<file path="config.mk">
export PLATFORM = sky130hd
export DESIGN_NAME = tts_top
export DESIGN_NICKNAME = d
export VERILOG_FILES = /design/src/common/tts_pkg.sv /design/src/rtl/tts_top.sv /design/src/rtl/tts_tare_qual.sv /design/src/rtl/tts_thr_chan.sv
export VERILOG_INCLUDE_DIRS = /design/src /design/src/common
export SDC_FILE = /design/constraint.sdc
export NUM_CORES = 1
export LEC_CHECK = 0
export BUFFER_PORTS_ARGS = -buffer_cell sky130_fd_sc_hd__buf_2
export CORE_MARGIN = 5
export CORE_UTILIZATION = 66
export CTS_BUF_LIST = sky130_fd_sc_hd__clkbuf_8
export DETAILED_ROUTE_END_ITERATION = 10
export PLACE_DENSITY = 0.86
export SLEW_MARGIN = 40
export SYNTH_ARGS = -nofsm -noshare
export SYNTH_HDL_FRONTEND = slang
export SYNTH_HIERARCHICAL = 1
export SYNTH_SLANG_ARGS = --single-unit
</file>
<file path="constraint.sdc">
create_clock -name sys_clk -period 12.9 [get_ports sys_clk]
set_clock_uncertainty 0.2 [all_clocks]
set_input_delay 2.58 -clock sys_clk [delete_from_list [all_inputs] [get_ports sys_clk]]
set_output_delay 2.58 -clock sys_clk [all_outputs]
set_load 0.01 [all_outputs]
</file>
<file path="src/common/tts_cfg.svh">
// Timing counts, field widths and reset values of the tare and threshold switch.
`ifndef TTS_CFG_SVH
`define TTS_CFG_SVH
`define TTS_CLK_HZ 20000000
`define TTS_TARE_QUAL_US 8000
`define TTS_TARE_QUAL_CYC ((`TTS_TARE_QUAL_US * (`TTS_CLK_HZ / 1000000)))
`define TTS_CAL_MS 120
`define TTS_CAL_CYC ((`TTS_CAL_MS * (`TTS_CLK_HZ / 1000)))
`define TTS_VAL_W 24
`define TTS_OFS_LIMIT_PCT 120
`define TTS_FULL_SCALE 24'h3FFFFF
`define TTS_GF_MIN 32'h00000014
`define TTS_GF_MAX 32'h000064C8
`define TTS_GF_RST 32'h000000C8
`define TTS_SCALE_RST 32'h00010000
`define TTS_UNIT_RST 8'h00
`define TTS_THR_RST 24'h000000
`endif

</file>
<file path="src/common/tts_pkg.sv">
// Types shared by the tare and threshold switch.
`default_nettype none
package tts_pkg;
  typedef enum logic [1:0] {
    TTS_IDLE,
    TTS_CAL
  } tts_state_t;
  typedef enum logic [1:0] {
    TTS_SET_ON,
    TTS_SET_OFF,
    TTS_SET_MODE,
    TTS_SET_INV
  } tts_thr_field_t;
  typedef struct packed {
    logic valid;
    logic [1:0] chan;
    tts_thr_field_t field;
    logic [23:0] value;
  } tts_thr_wr_t;
  typedef struct packed {
    logic valid;
    logic signed [23:0] value;
  } tts_meas_t;
endpackage : tts_pkg
`default_nettype wire

</file>
<file path="src/rtl/tts_top.sv">
// Tare calibration control and two threshold switching outputs.
`default_nettype none
`include "tts_cfg.svh"
module tts_top
  import tts_pkg::*;
#(
  parameter int VAL_W = `TTS_VAL_W,
  parameter int QUAL_CYC = `TTS_TARE_QUAL_CYC,
  parameter int CAL_CYC = `TTS_CAL_CYC
)
(
  input wire logic sys_clk,
  input wire logic rstn,
  input wire logic tare_pin,
  input wire logic logger_en,
  input wire tts_meas_t meas_in,
  input wire logic req_offset,
  input wire logic req_zero,
  input wire tts_thr_wr_t thr_wr,
  input wire logic gf_wr,
  input wire logic [31:0] gf_val,
  input wire logic sens_wr,
  input wire logic [31:0] sens_scale,
  input wire logic unit_wr,
  input wire logic [7:0] unit_val,
  input wire logic [7:0] sg_unit_val,
  output logic switch_out_one,
  output logic switch_out_two,
  output logic tx_enable,
  output logic aout_valid,
  output logic cal_busy,
  output logic send_one,
  output logic gf_reject,
  output tts_meas_t meas_out,
  output logic [31:0] scale_out,
  output logic [7:0] unit_out
);
  localparam logic signed [VAL_W-1:0] OFS_LIM =
    VAL_W'((64'(`TTS_FULL_SCALE) * `TTS_OFS_LIMIT_PCT) / 100);
  logic tare_s1_ff;
  logic tare_s2_ff;
  logic tare_fire;
  tts_state_t st_ff;
  tts_state_t nxt_st;
  logic [23:0] cal_cnt_ff;
  logic [23:0] nxt_cal_cnt;
  logic do_ofs_ff;
  logic nxt_do_ofs;
  logic do_zero_ff;
  logic nxt_do_zero;
  logic signed [VAL_W-1:0] ofs_ff;
  logic signed [VAL_W-1:0] nxt_ofs;
  logic signed [VAL_W-1:0] zero_ff;
  logic signed [VAL_W-1:0] nxt_zero;
  logic signed [VAL_W-1:0] raw_last_ff;
  logic signed [VAL_W-1:0] nxt_raw_last;
  logic send_ff;
  logic nxt_send;
  logic signed [VAL_W-1:0] thr_on_ff [2];
  logic signed [VAL_W-1:0] thr_off_ff [2];
  logic [1:0] win_ff;
  logic [1:0] inv_ff;
  logic [1:0] act;
  logic [1:0] sw_ff;
  logic [31:0] gf_ff;
  logic [31:0] nxt_gf;
  logic [31:0] scale_ff;
  logic [31:0] nxt_scale;
  logic [7:0] unit_ff;
  logic [7:0] nxt_unit;
  logic gf_rej_ff;
  logic nxt_gf_rej;
  tts_meas_t mo_ff;
  tts_meas_t nxt_mo;
  logic signed [VAL_W:0] corr_wide;
  logic signed [VAL_W:0] lim_ofs;
  logic cal_on;
  // Two-flop synchroniser for the tare pin.
  always_ff @(posedge sys_clk)
  begin
    if (!rstn)
    begin
      tare_s1_ff <= 1'b0;
      tare_s2_ff <= 1'b0;
    end
    else
    begin
      tare_s1_ff <= tare_pin;
      tare_s2_ff <= tare_s1_ff;
    end
  end
  // Qualifies the tare level.
  tts_tare_qual #(
    .QUAL_CYC(QUAL_CYC)
  ) u_qual (
    .sys_clk(sys_clk),
    .rstn(rstn),
    .tare_lvl(tare_s2_ff),
    .tare_fire(tare_fire)
  );
  assign cal_on = (st_ff == TTS_CAL);
  // Offset limited to the compensation range.
  always_comb
  begin
    lim_ofs = (VAL_W + 1)'(raw_last_ff);
    if (lim_ofs > (VAL_W + 1)'(OFS_LIM))
    begin
      lim_ofs = (VAL_W + 1)'(OFS_LIM);
    end
    else if (lim_ofs < -(VAL_W + 1)'(OFS_LIM))
    begin
      lim_ofs = -(VAL_W + 1)'(OFS_LIM);
    end
    corr_wide = (VAL_W + 1)'(meas_in.value) - (VAL_W + 1)'(ofs_ff) - (VAL_W + 1)'(zero_ff);
  end
  // Calibration sequencer, offset and zero registers, logger send.
  always_comb
  begin
    nxt_st = st_ff;
    nxt_cal_cnt = cal_cnt_ff;
    nxt_do_ofs = do_ofs_ff;
    nxt_do_zero = do_zero_ff;
    nxt_ofs = ofs_ff;
    nxt_zero = zero_ff;
    nxt_send = 1'b0;
    nxt_raw_last = meas_in.valid ? meas_in.value : raw_last_ff;
    case (st_ff)
      TTS_IDLE:
      begin
        if (tare_fire && logger_en)
        begin
          nxt_send = 1'b1;
        end
        else if (tare_fire || req_offset || req_zero)
        begin
          nxt_st = TTS_CAL;
          nxt_cal_cnt = 24'h000000;
          nxt_do_ofs = tare_fire || req_offset;
          nxt_do_zero = tare_fire || req_zero;
        end
      end
      TTS_CAL:
      begin
        if (cal_cnt_ff == 24'(CAL_CYC - 1))
        begin
          nxt_st = TTS_IDLE;
          if (do_ofs_ff)
          begin
            nxt_ofs = VAL_W'(lim_ofs);
          end
          if (do_zero_ff)
          begin
            // Zero uses the residual after the offset that is now in force.
            nxt_zero = do_ofs_ff ? VAL_W'(raw_last_ff - VAL_W'(lim_ofs)) :
              VAL_W'(raw_last_ff - ofs_ff);
          end
        end
        else
        begin
          nxt_cal_cnt = cal_cnt_ff + 24'h000001;
        end
      end
      default:
      begin
        nxt_st = TTS_IDLE;
      end
    endcase
  end
  // Corrected value stream, withheld during calibration.
  always_comb
  begin
    nxt_mo.valid = meas_in.valid && !cal_on;
    nxt_mo.value = meas_in.valid ? VAL_W'(corr_wide) : mo_ff.value;
  end
  // Scaling, gage factor and unit settings.
  always_comb
  begin
    nxt_gf = gf_ff;
    nxt_scale = scale_ff;
    nxt_unit = unit_ff;
    nxt_gf_rej = gf_rej_ff;
    if (gf_wr)
    begin
      if (gf_val >= `TTS_GF_MIN && gf_val <= `TTS_GF_MAX)
      begin
        nxt_gf = gf_val;
        nxt_scale = gf_val;
        nxt_unit = sg_unit_val;
        nxt_gf_rej = 1'b0;
      end
      else
      begin
        nxt_gf_rej = 1'b1;
      end
    end
    else if (sens_wr)
    begin
      nxt_scale = sens_scale;
    end
    else if (unit_wr)
    begin
      nxt_unit = unit_val;
    end
  end
  // Registers the sequencer and settings.
  always_ff @(posedge sys_clk)
  begin
    if (!rstn)
    begin
      st_ff <= TTS_IDLE;
      cal_cnt_ff <= 24'h000000;
      do_ofs_ff <= 1'b0;
      do_zero_ff <= 1'b0;
      ofs_ff <= '0;
      zero_ff <= '0;
      raw_last_ff <= '0;
      send_ff <= 1'b0;
      mo_ff <= '0;
      gf_ff <= `TTS_GF_RST;
      scale_ff <= `TTS_SCALE_RST;
      unit_ff <= `TTS_UNIT_RST;
      gf_rej_ff <= 1'b0;
    end
    else
    begin
      st_ff <= nxt_st;
      cal_cnt_ff <= nxt_cal_cnt;
      do_ofs_ff <= nxt_do_ofs;
      do_zero_ff <= nxt_do_zero;
      ofs_ff <= nxt_ofs;
      zero_ff <= nxt_zero;
      raw_last_ff <= nxt_raw_last;
      send_ff <= nxt_send;
      mo_ff <= nxt_mo;
      gf_ff <= nxt_gf;
      scale_ff <= nxt_scale;
      unit_ff <= nxt_unit;
      gf_rej_ff <= nxt_gf_rej;
    end
  end
  // Threshold storage and one comparator channel per output.
  for (genvar i = 0; i < 2; i++)
  begin : g_ch
    always_ff @(posedge sys_clk)
    begin
      if (!rstn)
      begin
        thr_on_ff[i] <= `TTS_THR_RST;
        thr_off_ff[i] <= `TTS_THR_RST;
        win_ff[i] <= 1'b0;
        inv_ff[i] <= 1'b0;
      end
      else if (thr_wr.valid && thr_wr.chan == 2'(i))
      begin
        case (thr_wr.field)
          TTS_SET_ON: thr_on_ff[i] <= VAL_W'(thr_wr.value);
          TTS_SET_OFF: thr_off_ff[i] <= VAL_W'(thr_wr.value);
          TTS_SET_MODE: win_ff[i] <= thr_wr.value[0];
          TTS_SET_INV: inv_ff[i] <= thr_wr.value[0];
          default: win_ff[i] <= win_ff[i];
        endcase
      end
    end
    tts_thr_chan #(
      .VAL_W(VAL_W)
    ) u_ch (
      .sys_clk(sys_clk),
      .rstn(rstn),
      .hold(cal_on),
      .meas_valid(nxt_mo.valid),
      .meas(VAL_W'(corr_wide)),
      .thr_on(thr_on_ff[i]),
      .thr_off(thr_off_ff[i]),
      .win_mode(win_ff[i]),
      .active(act[i])
    );
    // Active low in open-collector form, inverted for open-emitter.
    always_ff @(posedge sys_clk)
    begin
      if (!rstn)
      begin
        sw_ff[i] <= 1'b1;
      end
      else
      begin
        sw_ff[i] <= ~act[i] ^ inv_ff[i];
      end
    end
  end
  // Registered outputs.
  always_ff @(posedge sys_clk)
  begin
    if (!rstn)
    begin
      tx_enable <= 1'b0;
      aout_valid <= 1'b0;
      cal_busy <= 1'b0;
    end
    else
    begin
      tx_enable <= !(nxt_st == TTS_CAL);
      aout_valid <= !(nxt_st == TTS_CAL);
      cal_busy <= (nxt_st == TTS_CAL);
    end
  end
  assign switch_out_one = sw_ff[0];
  assign switch_out_two = sw_ff[1];
  assign send_one = send_ff;
  assign gf_reject = gf_rej_ff;
  assign meas_out = mo_ff;
  assign scale_out = scale_ff;
  assign unit_out = unit_ff;
endmodule : tts_top
`default_nettype wire

</file>
<file path="src/rtl/tts_tare_qual.sv">
// Qualifies the synchronised tare level by holding it high for a minimum time.
`default_nettype none
`include "tts_cfg.svh"
module tts_tare_qual
  import tts_pkg::*;
#(
  parameter int QUAL_CYC = `TTS_TARE_QUAL_CYC
)
(
  input wire logic sys_clk,
  input wire logic rstn,
  input wire logic tare_lvl,
  output logic tare_fire
);
  logic [23:0] cnt_ff;
  logic [23:0] nxt_cnt;
  logic done_ff;
  logic nxt_done;
  // Counts high time; a low level restarts the count and one pulse fires per high period that lasts QUAL_CYC cycles.
  always_comb
  begin
    nxt_cnt = cnt_ff;
    nxt_done = done_ff;
    tare_fire = 1'b0;
    if (!tare_lvl)
    begin
      nxt_cnt = 24'h000000;
      nxt_done = 1'b0;
    end
    else if (!done_ff)
    begin
      if (cnt_ff == 24'(QUAL_CYC - 1))
      begin
        tare_fire = 1'b1;
        nxt_done = 1'b1;
      end
      else
      begin
        nxt_cnt = cnt_ff + 24'h000001;
      end
    end
  end
  // Registers the qualification state.
  always_ff @(posedge sys_clk)
  begin
    if (!rstn)
    begin
      cnt_ff <= 24'h000000;
      done_ff <= 1'b0;
    end
    else
    begin
      cnt_ff <= nxt_cnt;
      done_ff <= nxt_done;
    end
  end
endmodule : tts_tare_qual
`default_nettype wire

</file>
<file path="src/rtl/tts_thr_chan.sv">
// One switching channel: hysteretic threshold switch or window comparator.
`default_nettype none
`include "tts_cfg.svh"
module tts_thr_chan
  import tts_pkg::*;
#(
  parameter int VAL_W = `TTS_VAL_W
)
(
  input wire logic sys_clk,
  input wire logic rstn,
  input wire logic hold,
  input wire logic meas_valid,
  input wire logic signed [VAL_W-1:0] meas,
  input wire logic signed [VAL_W-1:0] thr_on,
  input wire logic signed [VAL_W-1:0] thr_off,
  input wire logic win_mode,
  output logic active
);
  logic act_ff;
  logic nxt_act;
  assign active = act_ff;
  // Decides the relay state from each new value; frozen while a calibration runs.
  always_comb
  begin
    nxt_act = act_ff;
    if (meas_valid && !hold)
    begin
      if (win_mode)
      begin
        nxt_act = (meas <= thr_on) && (meas >= thr_off);
      end
      else if (meas > thr_on)
      begin
        nxt_act = 1'b1;
      end
      else if (meas < thr_off)
      begin
        nxt_act = 1'b0;
      end
    end
  end
  // Registers the relay state.
  always_ff @(posedge sys_clk)
  begin
    if (!rstn)
    begin
      act_ff <= 1'b0;
    end
    else
    begin
      act_ff <= nxt_act;
    end
  end
endmodule : tts_thr_chan
`default_nettype wire

</file>
Word level (Yosys, flattened, before mapping)
Memory sizes are Yosys's and may differ from the RTL's.
Index checks and enable logic that the tools add are counted.
{"block": "word_totals", "latch_bits": 0, "rom_bits": 0, "mem_count": 2, "register_bits": 204, "mem_bits_rw": 96, "input_bits": 143}
{"block": "classes", "shift": 0, "n_div": 0, "n_mux": 49, "reduce_logical": 36, "add_sub_neg": 6, "n_eq_ne": 13, "order_cmp": 12, "n_mul": 0, "bitwise": 11}
{"memory": "thr_off_ff", "depth": 2, "width": 24, "read_ports": 2, "rd_ports_with_merged_regs": 0, "write_ports": 2, "line_no": "tts_top.sv:60", "text": "logic signed [VAL_W-1:0] thr_off_ff [2];"}
{"memory": "thr_on_ff", "depth": 2, "width": 24, "read_ports": 2, "rd_ports_with_merged_regs": 0, "write_ports": 2, "line_no": "tts_top.sv:59", "text": "logic signed [VAL_W-1:0] thr_on_ff [2];"}
{"operator": "2-to-1 mux 24 bit", "n": 10}
{"operator": "2-to-1 mux 32 bit", "n": 3}
{"operator": "subtractor 24 bit", "n": 4}
{"operator": "adder 24 x 1 -> 24 bit (second input constant)", "n": 2}
{"operator": "greater-or-equal comparator 24 bit", "n": 2}
{"operator": "> comparator 24 bit", "n": 2}
{"operator": "less-or-equal comparator 24 bit", "n": 2}
{"operator": "less-than comparator 24 bit", "n": 2}
{"operator": "case mux 24 bit (2 select lines)", "n": 1}
{"operator": "greater-or-equal comparator 32 x 5 -> 1 bit (second input constant)", "n": 1}
{"operator": "less-or-equal comparator 32 x 15 -> 1 bit (second input constant)", "n": 1}
{"operator": "2-to-1 mux 8 bit", "n": 4}
{"operator": "2-to-1 mux 1 bit", "n": 27}
{"operator": "== test 24 x 18 -> 1 bit (second input constant)", "n": 1}
{"operator": "== test 24 x 22 -> 1 bit (second input constant)", "n": 1}
{"operator": "> comparator 24 bit (second input constant)", "n": 1}
{"operator": "less-than comparator 24 bit (second input constant)", "n": 1}
{"operator": "AND reduction 2 bit", "n": 10}
{"operator": "AND reduction 3 bit", "n": 4}
{"operator": "== test 2 x 1 -> 1 bit (second input constant)", "n": 4}
{"operator": "logical AND 1 bit", "n": 8}
{"operator": "!= test 2 bit (second input constant)", "n": 4}
{"operator": "logical NOT 2 bit", "n": 3}
{"operator": "2-to-1 mux 2 bit", "n": 3}
{"operator": "11 further kinds", "n": 26}

Longest topological paths before layout
Gate-level depths: netlist of run 1.
{"block": "logic_depth", "ltp_word": 11, "mapped_depth": 22, "depth_no_buf": 21}

Cells and area by module
The synthesis of run 1 kept the hierarchy.
{"mod": "tts_top", "instances": 1, "area_per_inst_um2": 14483.9, "cells_per_inst": 1457, "seq_area_each_um2": 6426.2}
{"mod": "tts_thr_chan", "instances": 2, "area_per_inst_um2": 1305.0, "cells_per_inst": 182, "seq_area_each_um2": 20.0}
{"mod": "tts_tare_qual", "instances": 1, "area_per_inst_um2": 1262.5, "cells_per_inst": 148, "seq_area_each_um2": 500.5}

Least setup slack after synthesis of run 1
OpenSTA, ideal clock, no wires.
{"block": "synth_timing", "path_kind": "input to register", "start": "input port meas_in[10] (netlist name)", "end": "register g_ch[0].u_ch.act_ff", "setup_slack_ns": 6.060, "path_stages": 18, "t_required_ns": 12.578, "arrival_ns": 6.518, "cell_sequence": "fa_1 -> ha_1 -> a21o_1 -> a21o_1 -> a211oi_2 -> nor3b_2 -> a21oi_1 -> a221o_1 -> a21oi_1 -> xor2_1 -> ha_1 -> nand4_2 -> nor3_1 -> a221oi_1 -> nor4bb_1 -> and2_1 -> o41a_1 -> a21oi_1"}
{"block": "synth_via", "elab_chain_len": 5}
{"element": "start, declared", "line_no": "tts_top.sv:16", "text": "input wire tts_meas_t meas_in,"}
{"element": "subtractor 24 bit * (2 in series)", "line_no": "tts_top.sv:114", "text": "corr_wide = (VAL_W + 1)'(meas_in.value) - (VAL_W + 1)'(ofs_ff) - (VAL_W + 1)'(zero_ff);"}
{"element": "net corr_wide[23]", "line_no": "tts_top.sv:75", "text": "logic signed [VAL_W:0] corr_wide;"}
{"element": "less-than comparator 24 bit, or another cell as far along", "line_no": "tts_thr_chan.sv:37", "text": "else if (meas < thr_off)"}
{"element": "nonzero test 3 bit (no source line), or another cell as far along"}
{"element": "AND reduction 2 bit (no source line) or 2-to-1 mux 1 bit (tied branches)"}
{"element": "end signal, assigned", "line_no": "tts_thr_chan.sv:52", "text": "act_ff <= nxt_act;"}
{"element": "end, declared", "line_no": "tts_thr_chan.sv:20", "text": "logic act_ff;"}
The timed path passes the listed nets; every way through them passes the cells marked *.
A chain may end at the register's enable or synchronous reset.

Final worst setup path of run 1
Same ends and word-level chain as after synthesis.

==> results of run 1 <==
-- per-layer routing --
layer  global-route usage (%)  wire, um
met2                     51.5     23500
met4                     11.5      1790
met5                        0         0
met1                     40.8     20300
met3                     4.53      3490
-- power by group --
part / leakage, nW / internal [mW] / switching, mW
clock: 0.606 / 0.474 / 0.404
sequential: 2.58 / 1.01 / 0.0236
combinational: 6.28 / 0.183 / 0.269
-- cell usage after synthesis (all sizes together) (5+ instances only) --
cell type  number  area share [%]
dfxtp         204              22
inv           175             3.6
nand2         171             3.5
ha            147              10
and2          123             4.2
a21oi         113             3.1
nor2          101             2.1
edfxtp         96              16
mux2i          94             5.1
nor2b          70             2.4
o21ai          69             1.9
clkbuf         52             1.1
o211a          51             2.8
nand4          44             1.6
nand3          43             1.3
xnor2          36             1.7
a21o           29             1.2
xor2           29             1.4
buf            26            0.80
nor3           26            0.85
fa             24             2.6
o211ai         20            0.82
a21boi         19            0.78
nor4           18            0.72
or3            17            0.58
and3           16            0.57
nand2b         12            0.41
o21a           11            0.45
a211oi         10            0.46
o31ai          10            0.51
nand3b          9            0.37
mux2            8            0.49
or4             8            0.35
a31oi           6            0.20
o311a           6            0.33
and4            5            0.25
nor4b           5            0.31
nor4bb          5            0.27
o2111ai         5            0.24
o311ai          5            0.24
-- worst paths after layout --
kind | end | start | depth (start not counted)
worst max register to register | zero_ff[20] | raw_last_ff[0] | 21
worst min register to register | tare_s2_ff | tare_s1_ff | 1
worst min-delay path | tare_s2_ff | tare_s1_ff | 1
worst max-delay path | g_ch[0].u_ch/active | meas_in[10] | 18
-- sequential cells by signal, indices dropped and copies added (netlist names), 8 cells and up --
name and cells:
cal_cnt_ff 24, meas_out 25, unit_out 8, u_qual/cnt_ff 24, scale_out 32, raw_last_ff 24
ofs_ff 24, thr_on_ff 48, thr_off_ff 48, zero_ff 24
-- stage by stage --
| stage | utilization, % | std cells | worst slack, ps | hold slack, ps | area, um^2 |
|---|---|---|---|---|---|
| final | 75.6 | 2597 | 5720 | 263 | 20900 |
| after detailed placement | 71.6 | 2501 | 5190 | 251 | 19800 |
| after global placement | 71.4 | 2498 | 5370 | 259 | 19700 |
| after CTS | 75.4 | 2595 | 5760 | 267 | 20800 |
| after global routing | 75.6 | 2597 | 5310 | 281 | 20900 |
| after floorplan | - | 1969 | 6060 | 212 | 18400 |
-- cell type report --
type                    count  share of cell area (%)
diodes                      1                  0.0120
clock buffers              65                    4.28
clock inverters            29                   0.785
inverters                 175                    3.15
multi-input cells        1416                    50.2
flip-flops and latches    300                    33.4
well taps                 378                    2.26
repair buffers            233                    5.94
-- logic make-up after synthesis --
kind of cell,share of synthesized area (%)
compound gates,15.0
xor+xnor,3.10
fa+ha+maj,12.6
buf+inv,5.45
flops,38.0
mux,5.62
other cells,0.0204
simple gates,20.2
-- layout by cell type (no fill, tap or decap), drive strengths merged, types with 36 or more instances in the layout --
| cell | n |
|---|---|
| clkbuf | 65 |
| dfxtp | 204 |
| nor2b | 70 |
| nand3 | 43 |
| mux2i | 94 |
| and2 | 123 |
| nand2 | 171 |
| inv | 192 |
| nand4 | 44 |
| edfxtp | 96 |
| a21oi | 113 |
| xnor2 | 36 |
| nor2 | 101 |
| ha | 147 |
| buf | 233 |
| o211a | 51 |
| o21ai | 69 |
-- worst max-delay path, cell delays in order --
cell and delay (ps):
buf_2 120, fa_1 480, ha_1 410, a21o_1 190, a21o_1 180, a211oi_2 270
nor3b_2 190, a21oi_1 130, a221o_1 350, a21oi_1 190, xor2_1 460, ha_1 290
nand4_1 170, nor4_1 490, o311ai_1 240, a2111oi_0 470, a31o_2 170, a21oi_1 50
==> impl_metrics.py, run 1 <==
metrics = {
    "floorplan": {
        "pin_count": 215,
        "design.die.area_mm2": 0.0312,
        "die_h_um": 177,
        "rows": 61,
        "start_util_pct": 66.4,
        "core-area_mm2": 0.0276,
        "die_width_um": 177,
    },
    "clock_network": {
        "ctsHoldBuffers": 0,
        "cts_setup_buffers": 0,
        "clk_latency_ps": 610,
        "post_cts_resize_count": 0,
        "cts_made_buffers": 51,
        "clock_sinks": 300,
        "clk_pin_slew_ps": 60,
        "cts_tree": "done",
        "cts-root-buf": "clkbuf_8",
        "htree_levels": 2,
        "clk_path_buf_depth": 3,
    },
    "logic_synthesis": {
        "yosys_warnings": 6,
        "async_flop_share_pct": 0,
        "syn_area_mm2": 0.0184,
        "yosysSeqAreaShare_pct": 38.0,
        "syn_inst": 1969,
        "synth_cell_types": 86,
        "synth_edf_count": 96,
        "ys_ff_latch": 300,
        "synth.net_count": 2283,
        "postSynthAreaPerCell_um2": 9.32,
        "ys.flop_type": "dfxtp_1",
    },
    "drt": {
        "num_vias": 15700,
        "wirelength_mm": 49.1,
        "drt_iter0_drc": 1208,
        "viasPerCell": 6.03,
        "drc": 0,
        "firstDrtPassIters": 7,
        "antenna_left": 0,
        "avgRoutedWirePerCell_um": 18.9,
    },
    "global_routing": {
        "grt_pass1_vias": 15500,
        "grt_max_degree": 81,
        "gr-usage-all-layers_pct": 30.8,
        "antenna_found_initial": 1,
        "grt_pass1_wl_mm": 78.1,
        "overflow": 0,
    },
    "sta": {
        "max-slew-margin-rel_pct": 40.8,
        "tightest_slew_ps": 885,
        "hold_violations": 0,
        "setup_viol": 0,
        "fin_setup_tns_ps": 0,
        "slew_violations": 0,
        "finalCritPeriodShare_pct": 55.6,
        "fmax_mhz": 139,
        "period_minus_slack_ps": 7180,
        "rsz0062_at_grt": "no",
    },
    "layout": {
        "syn_to_final_growth_pct": 13.8,
        "final_nets": 2491,
        "multiInputGateArea_mm2": 0.0105,
        "nFillCells": 1999,
        "seq_area_mm2": 0.00697,
        "drive_gt1_share_pct": 16.6,
    },
    "setup_path": {
        "worstPathRequired_ps": 13180,
        "start_kind": "input pin",
        "worstSetupEndpointType": "register",
        "cp.arrival_ps": 7450,
        "r2r_slack_ps": 6470,
        "critical_path_class": "input pin to register",
        "cp_max_fo": 7,
    },
    "run": {
        "max_cap_viol_count": 0,
    },
    "placed_design": {
        "place_hpwl_mm": 36.1,
        "place.gp.congestion": 0.902,
        "port_buffers": 214,
    },
    "status": {
        "status": "complete, no violations",
    },
    "power_and_ir_drop": {
        "cellPowerDensity_mw_per_mm2": 113,
        "peakVddDrop_uv": 98.1,
        "leakage_nw": 9.47,
        "power.total_mw": 2.37,
    },
    "worst_hold_path": {
        "hp-class": "register to register",
    },
}
No activity file was read; power rests on OpenSTA's default activity.
==> run 2: changes to the inputs <==
CORE_UTILIZATION = 61   (was 66)
PLACE_DENSITY = 0.8   (was 0.86)
clock period = 6.9 ns   (was 12.9 ns; I/O delays follow)
==> run 2 against run 1 <==
Net effect:
- via count shrank 1.0%
- power grew 90%
- clock-buffer cell count grew 3
- combinational power up 89%
- final area increased by 0.34%
==> impl_metrics.py, run 2 (synthesized netlist as in run 1, its figures left out) <==
metrics = {
    "drt": {
        "viasPerCell": 5.93,
        "wirelength_mm": 49.5,
        "drc": 0,
        "antenna_left": 0,
        "firstDrtPassIters": 6,
        "num_vias": 15500,
        "avgRoutedWirePerCell_um": 19.0,
        "drt_iter0_drc": 1220,
    },
    "floorplan": {
        "rows": 63,
        "start_util_pct": 61.9,
        "pin_count": 215,
        "die_width_um": 183,
        "design.die.area_mm2": 0.0337,
        "die_h_um": 183,
        "core-area_mm2": 0.0296,
    },
    "placed_design": {
        "place_hpwl_mm": 37.3,
        "place.gp.congestion": 0.980,
        "port_buffers": 214,
        "dpl_cell_area_mm2": 0.0198,
    },
    "clock_network": {
        "cts-root-buf": "clkbuf_8",
        "cts_tree": "done",
        "clk_latency_ps": 590,
        "htree_levels": 2,
        "post_cts_resize_count": 0,
        "clock_sinks": 300,
        "clk_path_buf_depth": 3,
        "ctsHoldBuffers": 0,
        "cts_setup_buffers": 0,
        "cts_made_buffers": 52,
        "clk_pin_slew_ps": 70,
    },
    "worst_hold_path": {
        "hp-class": "register to register",
    },
    "sta": {
        "slew_violations": 0,
        "fin_setup_tns_ps": 0,
        "max-slew-margin-rel_pct": 45.1,
        "finalCritPeriodShare_pct": 87.4,
        "hold_violations": 0,
        "setup_viol": 0,
        "rsz0062_at_grt": "no",
        "period_minus_slack_ps": 6030,
        "tightest_slew_ps": 816,
        "fmax_mhz": 166,
    },
    "global_routing": {
        "gr-usage-all-layers_pct": 28.9,
        "antenna_found_initial": 0,
        "overflow": 0,
        "grt_pass1_wl_mm": 78.5,
        "grt_pass1_vias": 15100,
        "grt_max_degree": 63,
    },
    "power_and_ir_drop": {
        "peakVddDrop_uv": 195,
        "cellPowerDensity_mw_per_mm2": 215,
        "leakage_nw": 9.49,
    },
    "setup_path": {
        "worstPathRequired_ps": 7220,
        "cp.arrival_ps": 6350,
        "cp_max_fo": 13,
        "critical_path_class": "register to register",
        "start_kind": "register",
        "worstSetupEndpointType": "register",
    },
    "layout": {
        "final_cell_mix": "buf_2 (212), dfxtp_1 (204), inv_1 (189)",
        "final_nets": 2496,
        "final_area_mm2": 0.0210,
        "syn_to_final_growth_pct": 14.2,
        "drive_gt1_share_pct": 17.0,
        "num_antenna_cells": 0,
        "final_common_cell": "buf_2",
        "utilization_pct": 70.7,
        "nFillCells": 2347,
    },
    "run": {
        "max_cap_viol_count": 0,
    },
    "status": {
        "status": "complete, no violations",
    },
}
run 2: changes by cell type in the layout (fill, tap and decap cells not counted), moves of 2 or more:
cell	previous run	this run
buf_6	3	0
clkinv_2	6	8
clkbuf_8	65	68
clkinv_1	3	0
buf_4	16	25
run 2: area by class of cell:
| cell class | count | area [um^2] | share of cell area (%) |
|---|---|---|---|
| clock buffers | 68 | 936 | 4.47 |
| clock inverters | 27 | 171 | 0.818 |
| inverters | 175 | 657 | 3.13 |
| multi-input cells | 1416 | 10500 | 50.1 |
| flip-flops and latches | 300 | 6970 | 33.2 |
| well taps | 390 | 488 | 2.33 |
| repair buffers | 237 | 1250 | 5.96 |
run 2: per-layer routing:
metal / routed length (um) / track usage, %
met3: 3720 / 5.16
met4: 1360 / 8.49
met2: 23400 / 47.7
met5: 0 / 0
met1: 21100 / 39.1
run 2: worst paths after layout:
check | from | to | slack (ps) | cells after the start
setup / recovery | raw_last_ff[0] | zero_ff[20] | 870 | 21
hold / removal | tare_s1_ff | tare_s2_ff | 270 | 1
setup reg to reg | raw_last_ff[0] | zero_ff[20] | 870 | 21
hold reg to reg | tare_s1_ff | tare_s2_ff | 270 | 1
run 2: report_power, final:
part / switching [mW] / internal, mW
Clock: 0.745 / 0.955
Sequential: 0.0443 / 1.90
Combinational: 0.509 / 0.347
Total: 1.30 / 3.20
run 2: critical path, stage by stage (launching register included):
cell and delay, ps:
dfxtp_1 380, o21ai_0 190, a21oi_1 120, o311a_1 310, o311a_1 330, o311a_1 310, o311a_1 310, o21ai_0 190
ha_1 480, inv_1 270, buf_4 240, a21oi_1 100, nand2_1 70, o21ai_0 80, ha_1 240, or3_1 400
o311ai_1 580, a211oi_1 230, o2111ai_1 410, a311o_1 270, nand4_1 110, o211ai_1 130
run 2: through the flow:
stage	power, mW	std cells	setup slack, ps	hold WS, ps
6_report	4.50	2613	869	266
5_1_grt	4.71	2613	563	292
4_1_cts	4.51	2613	962	279
3_5_place_dp	2.81	2518	489	251
3_3_place_gp	2.78	2518	632	253
2_1_floorplan	2.52	1969	1260	212
==> run 3: changes to the inputs <==
CTS_CLUSTER_DIAMETER = 30   (was not set)
clock period = 6.91 ns   (was 6.9 ns; I/O delays follow)
==> run 3 against run 2 <==
Net effect:
- global-route usage rose by 1.2 points
- largest power group is now the clock network
- die area did not move
- clock power rose by 57%
- final area rose by 3.8%
- final cell count rose by 2.2%
- first-iteration DRC count fell by 12%
- clock-buffer cell count rose by 19
- sequential power barely moved
==> impl_metrics.py, run 3 (synthesized netlist as in run 1, its figures left out) <==
metrics = {
    "status": {
        "status": "complete, no violations",
    },
    "clock_network": {
        "post_cts_resize_count": 0,
        "ctsHoldBuffers": 0,
        "htree_levels": 3,
        "cts_made_buffers": 79,
        "clk_latency_ps": 630,
        "clk_pin_slew_ps": 60,
        "cts_setup_buffers": 0,
        "clk_path_buf_depth": 3,
        "cts-root-buf": "clkbuf_8",
        "clock_sinks": 300,
        "cts_tree": "done",
    },
    "setup_path": {
        "r2r-start": "raw_last_ff[1]",
        "start_kind": "register",
        "critPathLaunch": "raw_last_ff[1]",
        "worstRegToRegCells": 20,
        "worstPathRequired_ps": 7210,
        "critical_path_class": "register to register",
        "r2r_slack_ps": 920,
        "crit_path_end": "zero_ff[20]",
        "reg2reg_to": "zero_ff[20]",
        "cp_max_fo": 13,
        "worstSetupEndpointType": "register",
        "cp.arrival_ps": 6290,
    },
    "sta": {
        "setup_viol": 0,
        "fin_ws_ps": 917,
        "tightest_slew_ps": 859,
        "fin_setup_tns_ps": 0,
        "slew_violations": 0,
        "finalCritPeriodShare_pct": 86.7,
        "rsz0062_at_grt": "no",
        "period_minus_slack_ps": 5990,
        "fmax_mhz": 167,
        "hold_violations": 0,
        "max-slew-margin-rel_pct": 42.4,
    },
    "drt": {
        "antenna_left": 0,
        "avgRoutedWirePerCell_um": 19.2,
        "drc": 0,
        "num_vias": 15700,
        "firstDrtPassIters": 6,
        "wirelength_mm": 51.3,
        "drt_iter0_drc": 1072,
        "viasPerCell": 5.87,
    },
    "power_and_ir_drop": {
        "leakage_nw": 9.84,
        "cellPowerDensity_mw_per_mm2": 252,
        "peakVddDrop_uv": 196,
    },
    "global_routing": {
        "grtUsageMet2_pct": 49.2,
        "overflow": 0,
        "antenna_found_initial": 1,
        "use_met1_pct": 39.2,
        "gr-max-usage-layer": "met2",
        "grt_pass1_wl_mm": 81.0,
        "grt_use_met3_pct": 6.35,
        "gr-usage-all-layers_pct": 30.0,
        "grt_pass1_vias": 15700,
        "grt_max_degree": 65,
    },
    "floorplan": {
        "design.die.area_mm2": 0.0337,
        "start_util_pct": 61.9,
        "die_h_um": 183,
        "rows": 63,
        "die_width_um": 183,
        "pin_count": 215,
        "core-area_mm2": 0.0296,
    },
    "layout": {
        "final_cell_mix": "buf_2 (212), dfxtp_1 (204), inv_1 (181)",
        "nFillCells": 2247,
        "final_common_cell": "buf_2",
        "final_nets": 2526,
        "syn_to_final_growth_pct": 18.5,
        "utilization_pct": 73.4,
        "drive_gt1_share_pct": 19.2,
    },
    "placed_design": {
        "place_hpwl_mm": 37.4,
        "pre_cts_ws_ps": 560,
        "port_buffers": 214,
        "place.gp.congestion": 0.974,
    },
    "worst_hold_path": {
        "hp-class": "register to register",
    },
    "run": {
        "max_cap_viol_count": 0,
    },
}
-- run 3: cell types whose count changed in the layout (fill, tap and decap cells not counted), moves of 3 or more --
| cell | previous run | this run |
|---|---|---|
| bufinv_16 | 2 | 14 |
| clkinv_2 | 8 | 19 |
| clkinv_1 | 0 | 3 |
| inv_1 | 189 | 181 |
| clkbuf_8 | 68 | 87 |
| clkinvlp_4 | 2 | 11 |
-- run 3: worst min path at each step --
| stage | from | end | slack [ps] | cells after the start |
|---|---|---|---|---|
| 4_1_cts | ofs_ff[21] | ofs_ff[21] | 280 | 2 |
| 3_3_place_gp | zero_ff[3] | zero_ff[3] | 250 | 2 |
| 6_report | ofs_ff[20] | ofs_ff[20] | 280 | 2 |
| 5_1_grt | ofs_ff[20] | ofs_ff[20] | 300 | 2 |
| 3_5_place_dp | ofs_ff[21] | ofs_ff[21] | 270 | 2 |
| 2_1_floorplan | tare_s1_ff | tare_s2_ff | 210 | 1 |
-- run 3: stage by stage --
step                      hold slack (ps)  power, mW  instance area (um^2)  cells
after detailed placement              273       2.81                 19800   2521
after floorplan                       212       2.52                 18400   1969
after CTS                             280       5.50                 21700   2669
after global routing                  301       5.70                 21800   2670
final                                 278       5.47                 21800   2670
after global placement                253       2.78                 19800   2519
-- run 3: routing by layer --
metal | vias up | wire length, um
met4 | 0 | 1630
li1 | 7483 | -
met1 | 7497 | 21600
met5 | - | 0
met3 | 121 | 3590
met2 | 563 | 24500
-- run 3: final cells by class --
| type | count | area (um^2) | share of cell area, % |
|---|---|---|---|
| Sequential cell | 300 | 6970 | 32.0 |
| Clock buffer | 87 | 1200 | 5.50 |
| Antenna cell | 1 | 2.50 | 0.0115 |
| Inverter | 175 | 657 | 3.02 |
| Timing Repair Buffer | 240 | 1270 | 5.86 |
| Clock inverter | 61 | 697 | 3.20 |
| Tap cell | 390 | 488 | 2.24 |
| Multi-Input combinational cell | 1416 | 10500 | 48.1 |
-- run 3: where the power goes --
| group | switching [mW] | total [mW] | leakage, nW | internal (mW) |
|---|---|---|---|---|
| Sequential | 0.0450 | 1.94 | 2.58 | 1.90 |
| Clock | 0.962 | 2.67 | 0.975 | 1.71 |
| Combinational | 0.512 | 0.857 | 6.29 | 0.345 |
| Total | 1.52 | 5.47 | 9.84 | 3.95 |
-- run 3: critical path, cell delays in order (launching register included) --
cell       delay, ps
dfxtp_1          390
o21ai_0          180
a21oi_1          110
o311a_1          310
o311a_1          330
o311a_1          310
o311a_1          310
o21ai_0          170
ha_1             470
nor3_1           330
a21oi_1          110
ha_1             250
fa_1             420
nor2b_1          200
o31a_1           270
o311ai_1         210
a211oi_1         470
o2111ai_1        270
a311o_1          350
nand4_1          100
o211ai_1         100
